File: src/hw/gdc_pkg.sv
// package of constants for the gate driver enable and fault control block
// assumes a single 50 MHz clock and an AXI4-Lite register master
package gdc_pkg;
	// ****************************************************
	// timing
	// ****************************************************
	localparam int CLK_NS       = 20;
	localparam int FILT_NS      = 4000;
	localparam int FILT_CYC     = (FILT_NS + CLK_NS - 1) / CLK_NS;
	localparam int LINK_BIT_NS  = 50000;
	localparam int LINK_BIT_CYC = LINK_BIT_NS / CLK_NS;
	// ****************************************************
	// register map and fields
	// ****************************************************
	localparam int         ADDR_W       = 8;
	localparam logic [7:0] ADDR_CTRL    = 8'h00;
	localparam logic [7:0] ADDR_STATUS  = 8'h04;
	localparam logic [7:0] ADDR_IRQ_ST  = 8'h08;
	localparam logic [7:0] ADDR_IRQ_MSK = 8'h0C;
	localparam logic [7:0] DEAD_RST     = 8'h10;
	localparam int         DET_EN_BIT   = 8;
	localparam int         SLEEP_BIT    = 9;
	localparam int         ST_W         = 5;
	localparam int         ST_FAULT     = 0;
	localparam int         ST_ARMED     = 1;
	localparam int         ST_SLEEP     = 2;
	localparam int         ST_RACE      = 3;
	localparam int         ST_SENT      = 4;
	localparam int         IRQ_W        = 5;
	localparam int         IRQ_FAULT    = 0;
	localparam int         IRQ_WAKE     = 1;
	localparam int         IRQ_READY    = 2;
	localparam int         IRQ_RACE     = 3;
	localparam int         IRQ_SENT     = 4;
	localparam logic [1:0] RESP_OKAY    = 2'b00;
	localparam logic [1:0] RESP_SLVERR  = 2'b10;
	// ****************************************************
	// link report frame
	// ****************************************************
	localparam int FRAME_W = 10;
	localparam int RPT_BROWNOUT_WARNING_FLAG = 0;
	localparam int RPT_FAULT = 1;
	typedef enum logic {LK_IDLE, LK_SEND} gdc_link_e;
endpackage : gdc_pkg

File: src/hw/gdc_deadtime.sv
// dead-time shaper for one half-bridge phase
// assumes pwm inputs synchronous to mclk_i
`timescale 1ns/1ns
module gdc_deadtime
	import gdc_pkg::*;
(
	// clock and reset
	input  wire logic       mclk_i,
	input  wire logic       rst_i,
	// control
	input  wire logic       drive_en_i,
	input  wire logic [7:0] dead_i,
	// pwm in (bit 1 high side, bit 0 low side)
	input  wire logic [1:0] pwm_i,
	// gate out
	output logic      [1:0] gate_o,
	output logic            race_o
);
	logic [7:0] cnt [2];
	logic [1:0] hit;
	logic       lock;

	// ****************************************************
	// per-side high-time counter and output
	// ****************************************************
	for (genvar i = 0; i < 2; i++) begin : g_side
		assign hit[i] = !pwm_i[i] && (cnt[i] == dead_i) && (dead_i != 8'h00);
		always_ff @(posedge mclk_i or posedge rst_i) begin
			if (rst_i) begin
				cnt[i] <= 8'h00;
			end else if (!pwm_i[i]) begin
				cnt[i] <= 8'h00;
			end else if (cnt[i] != 8'hFF) begin
				cnt[i] <= cnt[i] + 8'h01;
			end
		end
		always_ff @(posedge mclk_i or posedge rst_i) begin
			if (rst_i) begin
				gate_o[i] <= 1'b0;
			end else begin
				gate_o[i] <= drive_en_i && !lock && !(|hit)
					&& pwm_i[i] && (cnt[i] >= dead_i);
			end
		end
	end

	// ****************************************************
	// equal-width race lock
	// ****************************************************
	always_ff @(posedge mclk_i or posedge rst_i) begin
		if (rst_i) begin
			lock <= 1'b0;
		end else if (|hit) begin
			lock <= 1'b1;
		end else if (pwm_i == 2'b00) begin
			lock <= 1'b0;
		end
	end

	always_ff @(posedge mclk_i or posedge rst_i) begin
		if (rst_i) begin
			race_o <= 1'b0;
		end else begin
			race_o <= |hit;
		end
	end
endmodule : gdc_deadtime

File: src/hw/gdc_top.sv
// gate driver enable, fault, dead-time, start-up report and sleep control
// assumes pins synchronous to mclk_i and an AXI4-Lite master
//
// Implementation choices: the register addresses and the AXI4-Lite register port.
`timescale 1ns/1ns
module gdc_top
	import gdc_pkg::*;
(
	// clock and reset
	input  wire logic              mclk_i,
	input  wire logic              rst_i,
	// axi4-lite write address
	input  wire logic [ADDR_W-1:0] s_axi_awaddr_i,
	input  wire logic              s_axi_awvalid_i,
	output logic                   s_axi_awready_o,
	// axi4-lite write data
	input  wire logic [31:0]       s_axi_wdata_i,
	input  wire logic [3:0]        s_axi_wstrb_i,
	input  wire logic              s_axi_wvalid_i,
	output logic                   s_axi_wready_o,
	// axi4-lite write response
	output logic [1:0]             s_axi_bresp_o,
	output logic                   s_axi_bvalid_o,
	input  wire logic              s_axi_bready_i,
	// axi4-lite read
	input  wire logic [ADDR_W-1:0] s_axi_araddr_i,
	input  wire logic              s_axi_arvalid_i,
	output logic                   s_axi_arready_o,
	output logic [31:0]            s_axi_rdata_o,
	output logic [1:0]             s_axi_rresp_o,
	output logic                   s_axi_rvalid_o,
	input  wire logic              s_axi_rready_i,
	// driver pins
	input  wire logic              enable_i,
	input  wire logic [2:0]        pwm_hi_i,
	input  wire logic [2:0]        pwm_lo_i,
	input  wire logic              boot_ready_i,
	input  wire logic              fault_event_i,
	input  wire logic              lin_activity_i,
	output logic      [2:0]        gate_hi_o,
	output logic      [2:0]        gate_lo_o,
	output logic                   fault_o,
	output logic                   asleep_o,
	// host link pin
	input  wire logic              host_link_pin_i,
	output logic                   host_link_pin_o,
	output logic                   host_link_pin_oe_n_o,
	// interrupt
	output logic                   irq_o
);
	logic [7:0]         dead;
	logic               det_en;
	logic [IRQ_W-1:0]   irq_stat;
	logic [IRQ_W-1:0]   irq_mask;
	logic [IRQ_W-1:0]   irq_ev;
	logic [ADDR_W-1:0]  aw_addr;
	logic [31:0]        w_data;
	logic [3:0]         w_strb;
	logic               do_wr;
	logic               rd_take;
	logic               en_q;
	logic               lin_q;
	logic               link_q;
	logic               en_filt;
	logic [7:0]         low_cnt;
	logic               filt_clr;
	logic               boot_seen;
	logic               drive_en;
	logic               sleep_cmd;
	logic               wake;
	logic               sent;
	logic               link_go;
	gdc_link_e          link_st;
	logic [FRAME_W-1:0] frame;
	logic [3:0]         bit_idx;
	logic [11:0]        bit_cnt;
	logic [2:0]         race;
	logic [ST_W-1:0]    status;

	// ****************************************************
	// pin edge history
	// ****************************************************
	always_ff @(posedge mclk_i or posedge rst_i) begin
		if (rst_i) begin
			en_q   <= 1'b0;
			lin_q  <= 1'b0;
			link_q <= 1'b1;
		end else begin
			en_q   <= enable_i;
			lin_q  <= lin_activity_i;
			link_q <= host_link_pin_i;
		end
	end

	// ****************************************************
	// enable low-pulse filter
	// ****************************************************
	assign filt_clr = !enable_i && (low_cnt == 8'(FILT_CYC - 1));

	always_ff @(posedge mclk_i or posedge rst_i) begin
		if (rst_i) begin
			low_cnt <= 8'h00;
		end else if (enable_i) begin
			low_cnt <= 8'h00;
		end else if (low_cnt != 8'(FILT_CYC)) begin
			low_cnt <= low_cnt + 8'h01;
		end
	end

	always_ff @(posedge mclk_i or posedge rst_i) begin
		if (rst_i) begin
			en_filt <= 1'b0;
		end else if (enable_i) begin
			en_filt <= 1'b1;
		end else if (filt_clr) begin
			en_filt <= 1'b0;
		end
	end

	// ****************************************************
	// bootstrap ready gate and fault latch
	// ****************************************************
	always_ff @(posedge mclk_i or posedge rst_i) begin
		if (rst_i) begin
			boot_seen <= 1'b0;
		end else if (!en_filt) begin
			boot_seen <= 1'b0;
		end else if (boot_ready_i) begin
			boot_seen <= 1'b1;
		end
	end

	assign drive_en = boot_seen && !fault_o && !asleep_o;

	always_ff @(posedge mclk_i or posedge rst_i) begin
		if (rst_i) begin
			fault_o <= 1'b0;
		end else if (boot_seen && det_en && fault_event_i) begin
			fault_o <= 1'b1;
		end else if (filt_clr) begin
			fault_o <= 1'b0;
		end
	end

	// ****************************************************
	// sleep and wake
	// ****************************************************
	assign wake = (enable_i != en_q) || (lin_activity_i != lin_q);
	assign sleep_cmd = do_wr && (aw_addr == ADDR_CTRL) && w_strb[1]
		&& w_data[SLEEP_BIT];

	always_ff @(posedge mclk_i or posedge rst_i) begin
		if (rst_i) begin
			asleep_o <= 1'b0;
		end else if (asleep_o && wake) begin
			asleep_o <= 1'b0;
		end else if (sleep_cmd) begin
			asleep_o <= 1'b1;
		end
	end

	// ****************************************************
	// dead-time shapers, one per phase
	// ****************************************************
	for (genvar p = 0; p < 3; p++) begin : g_phase
		gdc_deadtime u_dt (
			.mclk_i     (mclk_i),
			.rst_i      (rst_i),
			.drive_en_i (drive_en),
			.dead_i     (dead),
			.pwm_i      ({pwm_hi_i[p], pwm_lo_i[p]}),
			.gate_o     ({gate_hi_o[p], gate_lo_o[p]}),
			.race_o     (race[p])
		);
	end

	// ****************************************************
	// one-time start-up report on the host link
	// ****************************************************
	assign link_go = !sent && (link_st == LK_IDLE)
		&& ((enable_i && !en_q) || (!host_link_pin_i && link_q));

	always_ff @(posedge mclk_i or posedge rst_i) begin
		if (rst_i) begin
			sent    <= 1'b0;
			link_st <= LK_IDLE;
			frame   <= '1;
			bit_idx <= 4'h0;
			bit_cnt <= 12'h000;
		end else begin
			unique case (link_st)
				LK_IDLE: begin
					if (link_go) begin
						sent    <= 1'b1;
						link_st <= LK_SEND;
						frame   <= {1'b1, 6'b00_0000, fault_o, 1'b1, 1'b0};
						bit_idx <= 4'h0;
						bit_cnt <= 12'h000;
					end
				end
				LK_SEND: begin
					if (bit_cnt != 12'(LINK_BIT_CYC - 1)) begin
						bit_cnt <= bit_cnt + 12'h001;
					end else begin
						bit_cnt <= 12'h000;
						frame   <= {1'b1, frame[FRAME_W-1:1]};
						if (bit_idx == 4'(FRAME_W - 1)) begin
							link_st <= LK_IDLE;
						end else begin
							bit_idx <= bit_idx + 4'h1;
						end
					end
				end
			endcase
		end
	end

	always_ff @(posedge mclk_i or posedge rst_i) begin
		if (rst_i) begin
			host_link_pin_o      <= 1'b1;
			host_link_pin_oe_n_o <= 1'b1;
		end else begin
			host_link_pin_o      <= (link_st == LK_SEND) ? frame[0] : 1'b1;
			host_link_pin_oe_n_o <= (link_st != LK_SEND);
		end
	end

	// ****************************************************
	// interrupt status, mask and output
	// ****************************************************
	assign irq_ev[IRQ_FAULT] = boot_seen && det_en && fault_event_i
		&& !fault_o;
	assign irq_ev[IRQ_WAKE]  = asleep_o && wake;
	assign irq_ev[IRQ_READY] = en_filt && boot_ready_i && !boot_seen;
	assign irq_ev[IRQ_RACE]  = |race;
	assign irq_ev[IRQ_SENT]  = (link_st == LK_SEND)
		&& (bit_idx == 4'(FRAME_W - 1))
		&& (bit_cnt == 12'(LINK_BIT_CYC - 1));

	always_ff @(posedge mclk_i or posedge rst_i) begin
		if (rst_i) begin
			irq_stat <= '0;
		end else if (rd_take && (s_axi_araddr_i == ADDR_IRQ_ST)) begin
			irq_stat <= irq_ev;
		end else begin
			irq_stat <= irq_stat | irq_ev;
		end
	end

	always_ff @(posedge mclk_i or posedge rst_i) begin
		if (rst_i) begin
			irq_o <= 1'b0;
		end else begin
			irq_o <= |(irq_stat & irq_mask);
		end
	end

	// ****************************************************
	// axi4-lite write side
	// ****************************************************
	assign do_wr = !s_axi_awready_o && !s_axi_wready_o && !s_axi_bvalid_o;

	always_ff @(posedge mclk_i or posedge rst_i) begin
		if (rst_i) begin
			s_axi_awready_o <= 1'b1;
			s_axi_wready_o  <= 1'b1;
			s_axi_bvalid_o  <= 1'b0;
			s_axi_bresp_o   <= RESP_OKAY;
			aw_addr         <= '0;
			w_data          <= '0;
			w_strb          <= '0;
		end else begin
			if (s_axi_awvalid_i && s_axi_awready_o) begin
				s_axi_awready_o <= 1'b0;
				aw_addr         <= s_axi_awaddr_i;
			end
			if (s_axi_wvalid_i && s_axi_wready_o) begin
				s_axi_wready_o <= 1'b0;
				w_data         <= s_axi_wdata_i;
				w_strb         <= s_axi_wstrb_i;
			end
			if (do_wr) begin
				s_axi_bvalid_o <= 1'b1;
				s_axi_bresp_o  <= (aw_addr == ADDR_CTRL
					|| aw_addr == ADDR_STATUS
					|| aw_addr == ADDR_IRQ_ST
					|| aw_addr == ADDR_IRQ_MSK) ? RESP_OKAY : RESP_SLVERR;
			end
			if (s_axi_bvalid_o && s_axi_bready_i) begin
				s_axi_bvalid_o  <= 1'b0;
				s_axi_awready_o <= 1'b1;
				s_axi_wready_o  <= 1'b1;
			end
		end
	end

	always_ff @(posedge mclk_i or posedge rst_i) begin
		if (rst_i) begin
			dead     <= DEAD_RST;
			det_en   <= 1'b0;
			irq_mask <= '0;
		end else if (do_wr) begin
			if (aw_addr == ADDR_CTRL && w_strb[0]) begin
				dead <= w_data[7:0];
			end
			if (aw_addr == ADDR_CTRL && w_strb[1]) begin
				det_en <= w_data[DET_EN_BIT];
			end
			if (aw_addr == ADDR_IRQ_MSK && w_strb[0]) begin
				irq_mask <= w_data[IRQ_W-1:0];
			end
		end
	end

	// ****************************************************
	// axi4-lite read side
	// ****************************************************
	assign rd_take = s_axi_arvalid_i && s_axi_arready_o;

	always_comb begin
		status           = '0;
		status[ST_FAULT] = fault_o;
		status[ST_ARMED] = boot_seen;
		status[ST_SLEEP] = asleep_o;
		status[ST_RACE]  = |race;
		status[ST_SENT]  = sent;
	end

	always_ff @(posedge mclk_i or posedge rst_i) begin
		if (rst_i) begin
			s_axi_arready_o <= 1'b1;
			s_axi_rvalid_o  <= 1'b0;
			s_axi_rdata_o   <= '0;
			s_axi_rresp_o   <= RESP_OKAY;
		end else if (rd_take) begin
			s_axi_arready_o <= 1'b0;
			s_axi_rvalid_o  <= 1'b1;
			s_axi_rresp_o   <= RESP_OKAY;
			unique case (s_axi_araddr_i)
				ADDR_CTRL: begin
					s_axi_rdata_o <= {22'h0, 1'b0, det_en, dead};
				end
				ADDR_STATUS: begin
					s_axi_rdata_o <= {27'h0, status};
				end
				ADDR_IRQ_ST: begin
					s_axi_rdata_o <= {27'h0, irq_stat};
				end
				ADDR_IRQ_MSK: begin
					s_axi_rdata_o <= {27'h0, irq_mask};
				end
				default: begin
					s_axi_rdata_o <= '0;
					s_axi_rresp_o <= RESP_SLVERR;
				end
			endcase
		end else if (s_axi_rvalid_o && s_axi_rready_i) begin
			s_axi_rvalid_o  <= 1'b0;
			s_axi_arready_o <= 1'b1;
		end
	end
endmodule : gdc_top

File: config.mk
export PLATFORM = sky130hd
export DESIGN_NAME = gdc_top
export DESIGN_NICKNAME = d
export VERILOG_FILES = /design/src/hw/gdc_pkg.sv /design/src/hw/gdc_deadtime.sv /design/src/hw/gdc_top.sv
export SDC_FILE = /design/constraint.sdc
export NUM_CORES = 1
export LEC_CHECK = 0
export BUFFER_PORTS_ARGS = -buffer_cell sky130_fd_sc_hd__buf_4
export CORE_AREA = 2 2 124 126
export DETAILED_ROUTE_END_ITERATION = 7
export DIE_AREA = 0 0 126 128
export GPL_ROUTABILITY_DRIVEN = 0
export PLACE_DENSITY_LB_ADDON = 0.12
export SLEW_MARGIN = 20
export SYNTH_ARGS = -nofsm -noshare
export SYNTH_HDL_FRONTEND = slang
export SYNTH_SLANG_ARGS = --single-unit
File: constraint.sdc
create_clock -name mclk_i -period 5.9 [get_ports mclk_i]
set_input_delay 1.18 -clock mclk_i [delete_from_list [all_inputs] [get_ports mclk_i]]
set_output_delay 1.18 -clock mclk_i [all_outputs]
set_load 0.01 [all_outputs]
Yosys cells after proc, flatten, opt, wreduce, memory -nomap -nowiden
Cells that the tools add are included.

Bits in registers: 186. Bits in latches: 0. Bits in writable memories: 0. ROM bits: 0. Input port bits: 70. Output and inout bits: 52. Logic and storage cells: 273. Memories: 0.

$add $sub $neg: 9. $mul: 0. Divide/modulo/power cells: 0. Order comparisons: 6. Equal/unequal tests: 35. Shift operators: 0. Muxes and demuxes: 56. Bitwise gates (word level): 3. Reductions and logical operators: 115.

Operators by type and width (number): 8-bit two-way mux (14); 1-bit logical AND (59); 8-bit by 1-bit adder with 8-bit output, second input constant (7); 8-bit != test, second input constant (7); 8-bit == test (6); 8-bit >= comparator (6); 9-bit one-hot mux with 4 select lines (1); 8-bit by 4-bit == test with 1-bit output, second input constant (4); 1-bit two-way mux (27); 12-bit two-way mux (2); 12-bit one-hot mux with 2 select lines (1); 1-bit logical NOT (22); 2-bit nonzero test (11); 10-bit two-way mux (2); 10-bit one-hot mux with 2 select lines (1); 8-bit by 3-bit == test with 1-bit output, second input constant (2); 8-bit logical NOT (2); 12-bit by 1-bit adder with 12-bit output, second input constant (1); 12-bit == test, second input constant (1); 4-bit two-way mux (3); 12-bit != test, second input constant (1); 2-bit by 1-bit != test with 1-bit output, second input constant (6); 2-bit AND reduction (5); 8-bit == test, second input constant (1); other kinds (19) (32).

Depth between registers and ports, before layout
Depth after elaboration: 8. Gate-level depth with buffers: 7. Mapped depth without buffers: 7.

By module
A second synthesis with hierarchy kept.

Cell total of the unflattened synthesis: 800. Area, all modules: 8589.5 um^2.

Modules (own cells, without submodules): gdc_top (instances 1, cells an instance 380, area each 4621.9 um^2, seq. area each 2522.4 um^2); gdc_deadtime (instances 3, cells an instance 140, area each 1322.5 um^2, seq. area each 500.5 um^2).

Worst setup path before layout
OpenSTA, ideal clock, no wires.

Path kind: input port to flip-flop. Start point: input s_axi_araddr_i[1]. End point: register irq_stat[3]. Library setup time: 129 ps. Data arrival time: 2463 ps. Required time: 5771 ps. Slack: 3309 ps. Stages on the path: 4. Buffers on the path: 0. Path through: nor4_4 > nand2_2 > or4b_4 > a2111o_1.

Longest elaborated chain between the ends: 3.

RTL lines: from (decl) (RTL line gdc_top.sv:26) `input wire logic [ADDR_W-1:0] s_axi_araddr_i,`; 8-bit by 4-bit == test with 1-bit output (RTL line gdc_top.sv:243) `end else if (rd_take && (s_axi_araddr_i == ADDR_IRQ_ST)) begin`; 1-bit logical AND (RTL line gdc_top.sv:243); 5-bit two-way mux (RTL line gdc_top.sv:243); to (signal assigned) (RTL line gdc_top.sv:244) `irq_stat <= irq_ev;`; to (signal assigned) (RTL line gdc_top.sv:246) `irq_stat <= irq_stat | irq_ev;`; to (decl) (RTL line gdc_top.sv:53) `logic [IRQ_W-1:0] irq_stat;`.

No other way between the ends. A chain may end at the register's enable or synchronous reset.

Worst setup path in the final report
Start point: input enable_i. End point: register bit_cnt[9].

Longest elaborated chain between the ends: 4.

RTL lines: from (decl) (RTL line gdc_top.sv:34) `input wire logic enable_i,`; 1-bit logical AND (RTL line gdc_top.sv:181) `&& ((enable_i && !en_q) || (!host_link_pin_i && link_q));`; 1-bit logical OR (RTL line gdc_top.sv:181); 1-bit logical AND (RTL line gdc_top.sv:181); 2-bit != test (no source line); to (signal assigned) (RTL line gdc_top.sv:203) `bit_cnt <= bit_cnt + 12'h001;`; to (decl) (RTL line gdc_top.sv:76) `logic [11:0] bit_cnt;`.

No other way between the ends.

==> reports/metrics.cfg <==
[outcome]
outcome = finished, final reports clean

[power_and_ir_drop]
power.density_nw_per_um2 = 321
p_leak_nw = 4.71
vdd_drop_max_uv = 217

[hold_path]
worstHoldStart = frame[8]
hold_class = reg2reg
holdPathStages = 2
min_to = frame[8]

[critical_path]
r2r_slack_ns = 3.67
r2r_cells = 5
path_cells = buf_4 -> ha_1 -> nor2b_1 -> nor3_1 -> o21ai_0 -> o31ai_1
worstSetupStartpointType = input port
arrival_ns = 2.81
worstReg2RegStart = bit_cnt[0]
worstPathMaxFanout = 12
worstSetupEndpointType = register
path_class = in2reg
crit_slowest_cell = nor3_1
required_ns = 6.23
critPathBufInv = 1
regToRegEndpoint = frame[3]
cp_top_family = simple AND/OR/NAND/NOR gates
critPathMaxStageDelay_ns = 0.73

[clock_network]
numCtsBuffers = 17
worstSkewPairLatency_ns = 0.43
cts_resized = 0
clk_pin_slew_ns = 0.07
clock_sinks = 160
cts_setup_buffers = 0
cts.path.max_buffers = 2
htreeDepth = 4
cts-root-buf = clkbuf_16
tritoncts = done
cts_hold_buf = 0

[die]
die_y_um = 128
num_rows = 45
die_x_um = 126
coreArea_sq_um = 14900
io_pins = 122
die_area_sq_um = 16100
start_util_pct = 56.4

[sta]
worst_slew_pin_slew_ns = 0.952
period_share_pct = 42.0
slew_violations = 0
finalSetupViolCount = 0
layout_min_cycle_time_ns = 2.48
clock.fmax_mhz = 404
slew_headroom_pct = 36.0
setup-tns-final_ns = 0
hold_viol = 0
skew_ns = 0.00754
rsz0062_at_grt = false

[place]
io_buffers = 72
dpl-instance-area_sq_um = 9030
dp_hpwl_um = 12800

[synthesis]
synth_top_area_share_pct = 43.0
syn_area_sq_um = 8380
synth_compound_area_share_pct = 11.9
synth_largest_area_cell = dfrtp_1
ys.warnings.count = 0
postSynthCellCount = 814
synth_cell_types = 57
synth_adder_area_share_pct = 8.96
synthFlopType = dfrtp_1
async_flop_share_pct = 100
synth_top_family_by_area = simple AND/OR/NAND/NOR gates
synth_top_cells_by_area = dfrtp_1, ha_1, mux2_2
synth-seq-cells = 160
syn_avg_cell_area_sq_um = 10.3
ys_seq_area_share_pct = 48.0
muxShareOfSynthArea_pct = 6.45
synth_simple_gate_area_share_pct = 17.4
synth-xor-area-share_pct = 2.61
synth-edff-count = 0

[global_routing]
grt_pass1_vias = 6292
antenna_found_initial = 0
grt_max_degree = 109
grt_util_all_layers_pct = 23.2
grt-ovfl-total = 0
grt_pass1_wl_um = 30100

[route]
wl_per_cell_um = 16.4
drc_errors = 0
ant_nets = 0
routed_via_density = 5.77
vias = 6316
wl_um = 17900
dr.first_iter.drc_count = 470
first_pass_iters = 5

[cells_and_area]
fin_nets = 1023
antenna_cells = 0
fin_area_sq_um = 9590
area_growth_pct = 14.4
drive_gt1_share_pct = 19.2

[job]
cap_violations = 0

[power by group]
part	total [mW]	internal [mW]	switching [mW]
clock network	1.05	0.581	0.469
registers	1.38	1.26	0.121
logic	0.655	0.315	0.340
[stage by stage]
| stage | power, mW | cells | setup slack (ns) | hold WS [ns] | utilization, % |
|---|---|---|---|---|---|
| after detailed placement | 2.05 | 1062 | 2.98 | 0.472 | 60.7 |
| after CTS | 3.10 | 1094 | 3.43 | 0.482 | 64.5 |
| final | 3.08 | 1094 | 3.42 | 0.477 | 64.5 |
| after global placement | 2.01 | 1062 | 3.03 | 0.455 | 60.7 |
| after floorplan | 1.82 | 838 | 0.427 | 0.435 | - |
| after global routing | 3.24 | 1094 | 3.27 | 0.503 | 64.5 |
[cells in the mapped netlist, types with 5 or more instances]
library cell,n
inv_1,41
nor3_1,13
nand4_1,24
a21oi_1,13
mux2i_1,9
dfrtp_1,144
mux2_2,40
xor2_1,15
a222oi_1,5
dfstp_2,16
xnor2_1,10
a21o_1,18
nand2b_1,14
o21a_1,5
ha_1,60
nor2_1,62
nand2_1,72
o21ai_0,55
buf_4,25
o31ai_1,10
clkbuf_1,11
and2_1,7
a211oi_1,12
nand3_1,40
a31oi_1,19
and3_1,23
[flip-flops by register name, indices dropped and copies added, names as in the netlist, 6 cells and up]
| signal | cells |
|---|---|
| g_phase.u_dt.cnt | 48 |
| bit_cnt | 12 |
| w_data | 10 |
| frame | 9 |
| s_axi_rdata_o | 9 |
| aw_addr | 8 |
| dead | 8 |
| low_cnt | 8 |
| g_phase.u_dt.gate_o | 6 |
[layout by cell type (no fill, tap or decap), types with 6 or more instances in the layout]
master and n:
buf_4 73, mux2_2 40, ha_1 60, mux2i_1 9, a21oi_1 13, nand4_1 24, dfrtp_1 144, and3_1 23
nand2b_1 14, inv_6 6, a211oi_1 12, o21ai_0 54, dfstp_2 16, inv_1 40, o31ai_1 10, conb_1 25
nor2_1 62, and2_1 7, nand3_1 40, nand2_1 72, xnor2_1 10, xor2_1 15, a21o_1 18, clkbuf_16 17
a31oi_1 19, nor3_1 13
[how the worst max path moves through the flow]
stage / start / end / depth (start not counted)
floorplan: rst_i / asleep_o / 1
global placement: enable_i / frame[2] / 5
detailed placement: enable_i / bit_cnt[9] / 6
CTS: enable_i / bit_cnt[9] / 6
global route: enable_i / bit_cnt[7] / 6
finish: enable_i / bit_cnt[9] / 6
[kinds of logic (layout without fill, tap and decap cells)]
group | count (synthesis) | count (layout)
flip-flops | 160 | 160
buffers and inverters | 78 | 146
adder cells (fa/ha/maj) | 60 | 60
XOR/XNOR | 25 | 25
AO/OA/AOI/OAI | 155 | 155
AND/OR/NAND/NOR | 286 | 286
other | 1 | 25
multiplexers | 49 | 49
[layer usage]
layer	track usage, %	up-vias	part of all wire (%)
li1	-	3041	-
met1	31.6	3096	47
met2	37.7	155	47
met3	4.72	24	4.2
met4	7.69	0	1.5
met5	0	-	0
[worst reg2reg max path: stages (launching register included)]
cell	delay, ns
dfrtp_1	0.40
ha_1	0.28
nand4bb_1	0.13
nor4_1	0.37
nand3_1	0.54
o21ai_0	0.41
[area by class of cell]
cell class,instances,area (sq um)
tap,188,235
multi-input combinational,600,4060
clock inverter,12,97.6
fill,1212,5270
sequential,160,4020
clock buffer,20,467
timing repair buffer,73,548
inverter,41,159
(Power assumes the default switching activity.)
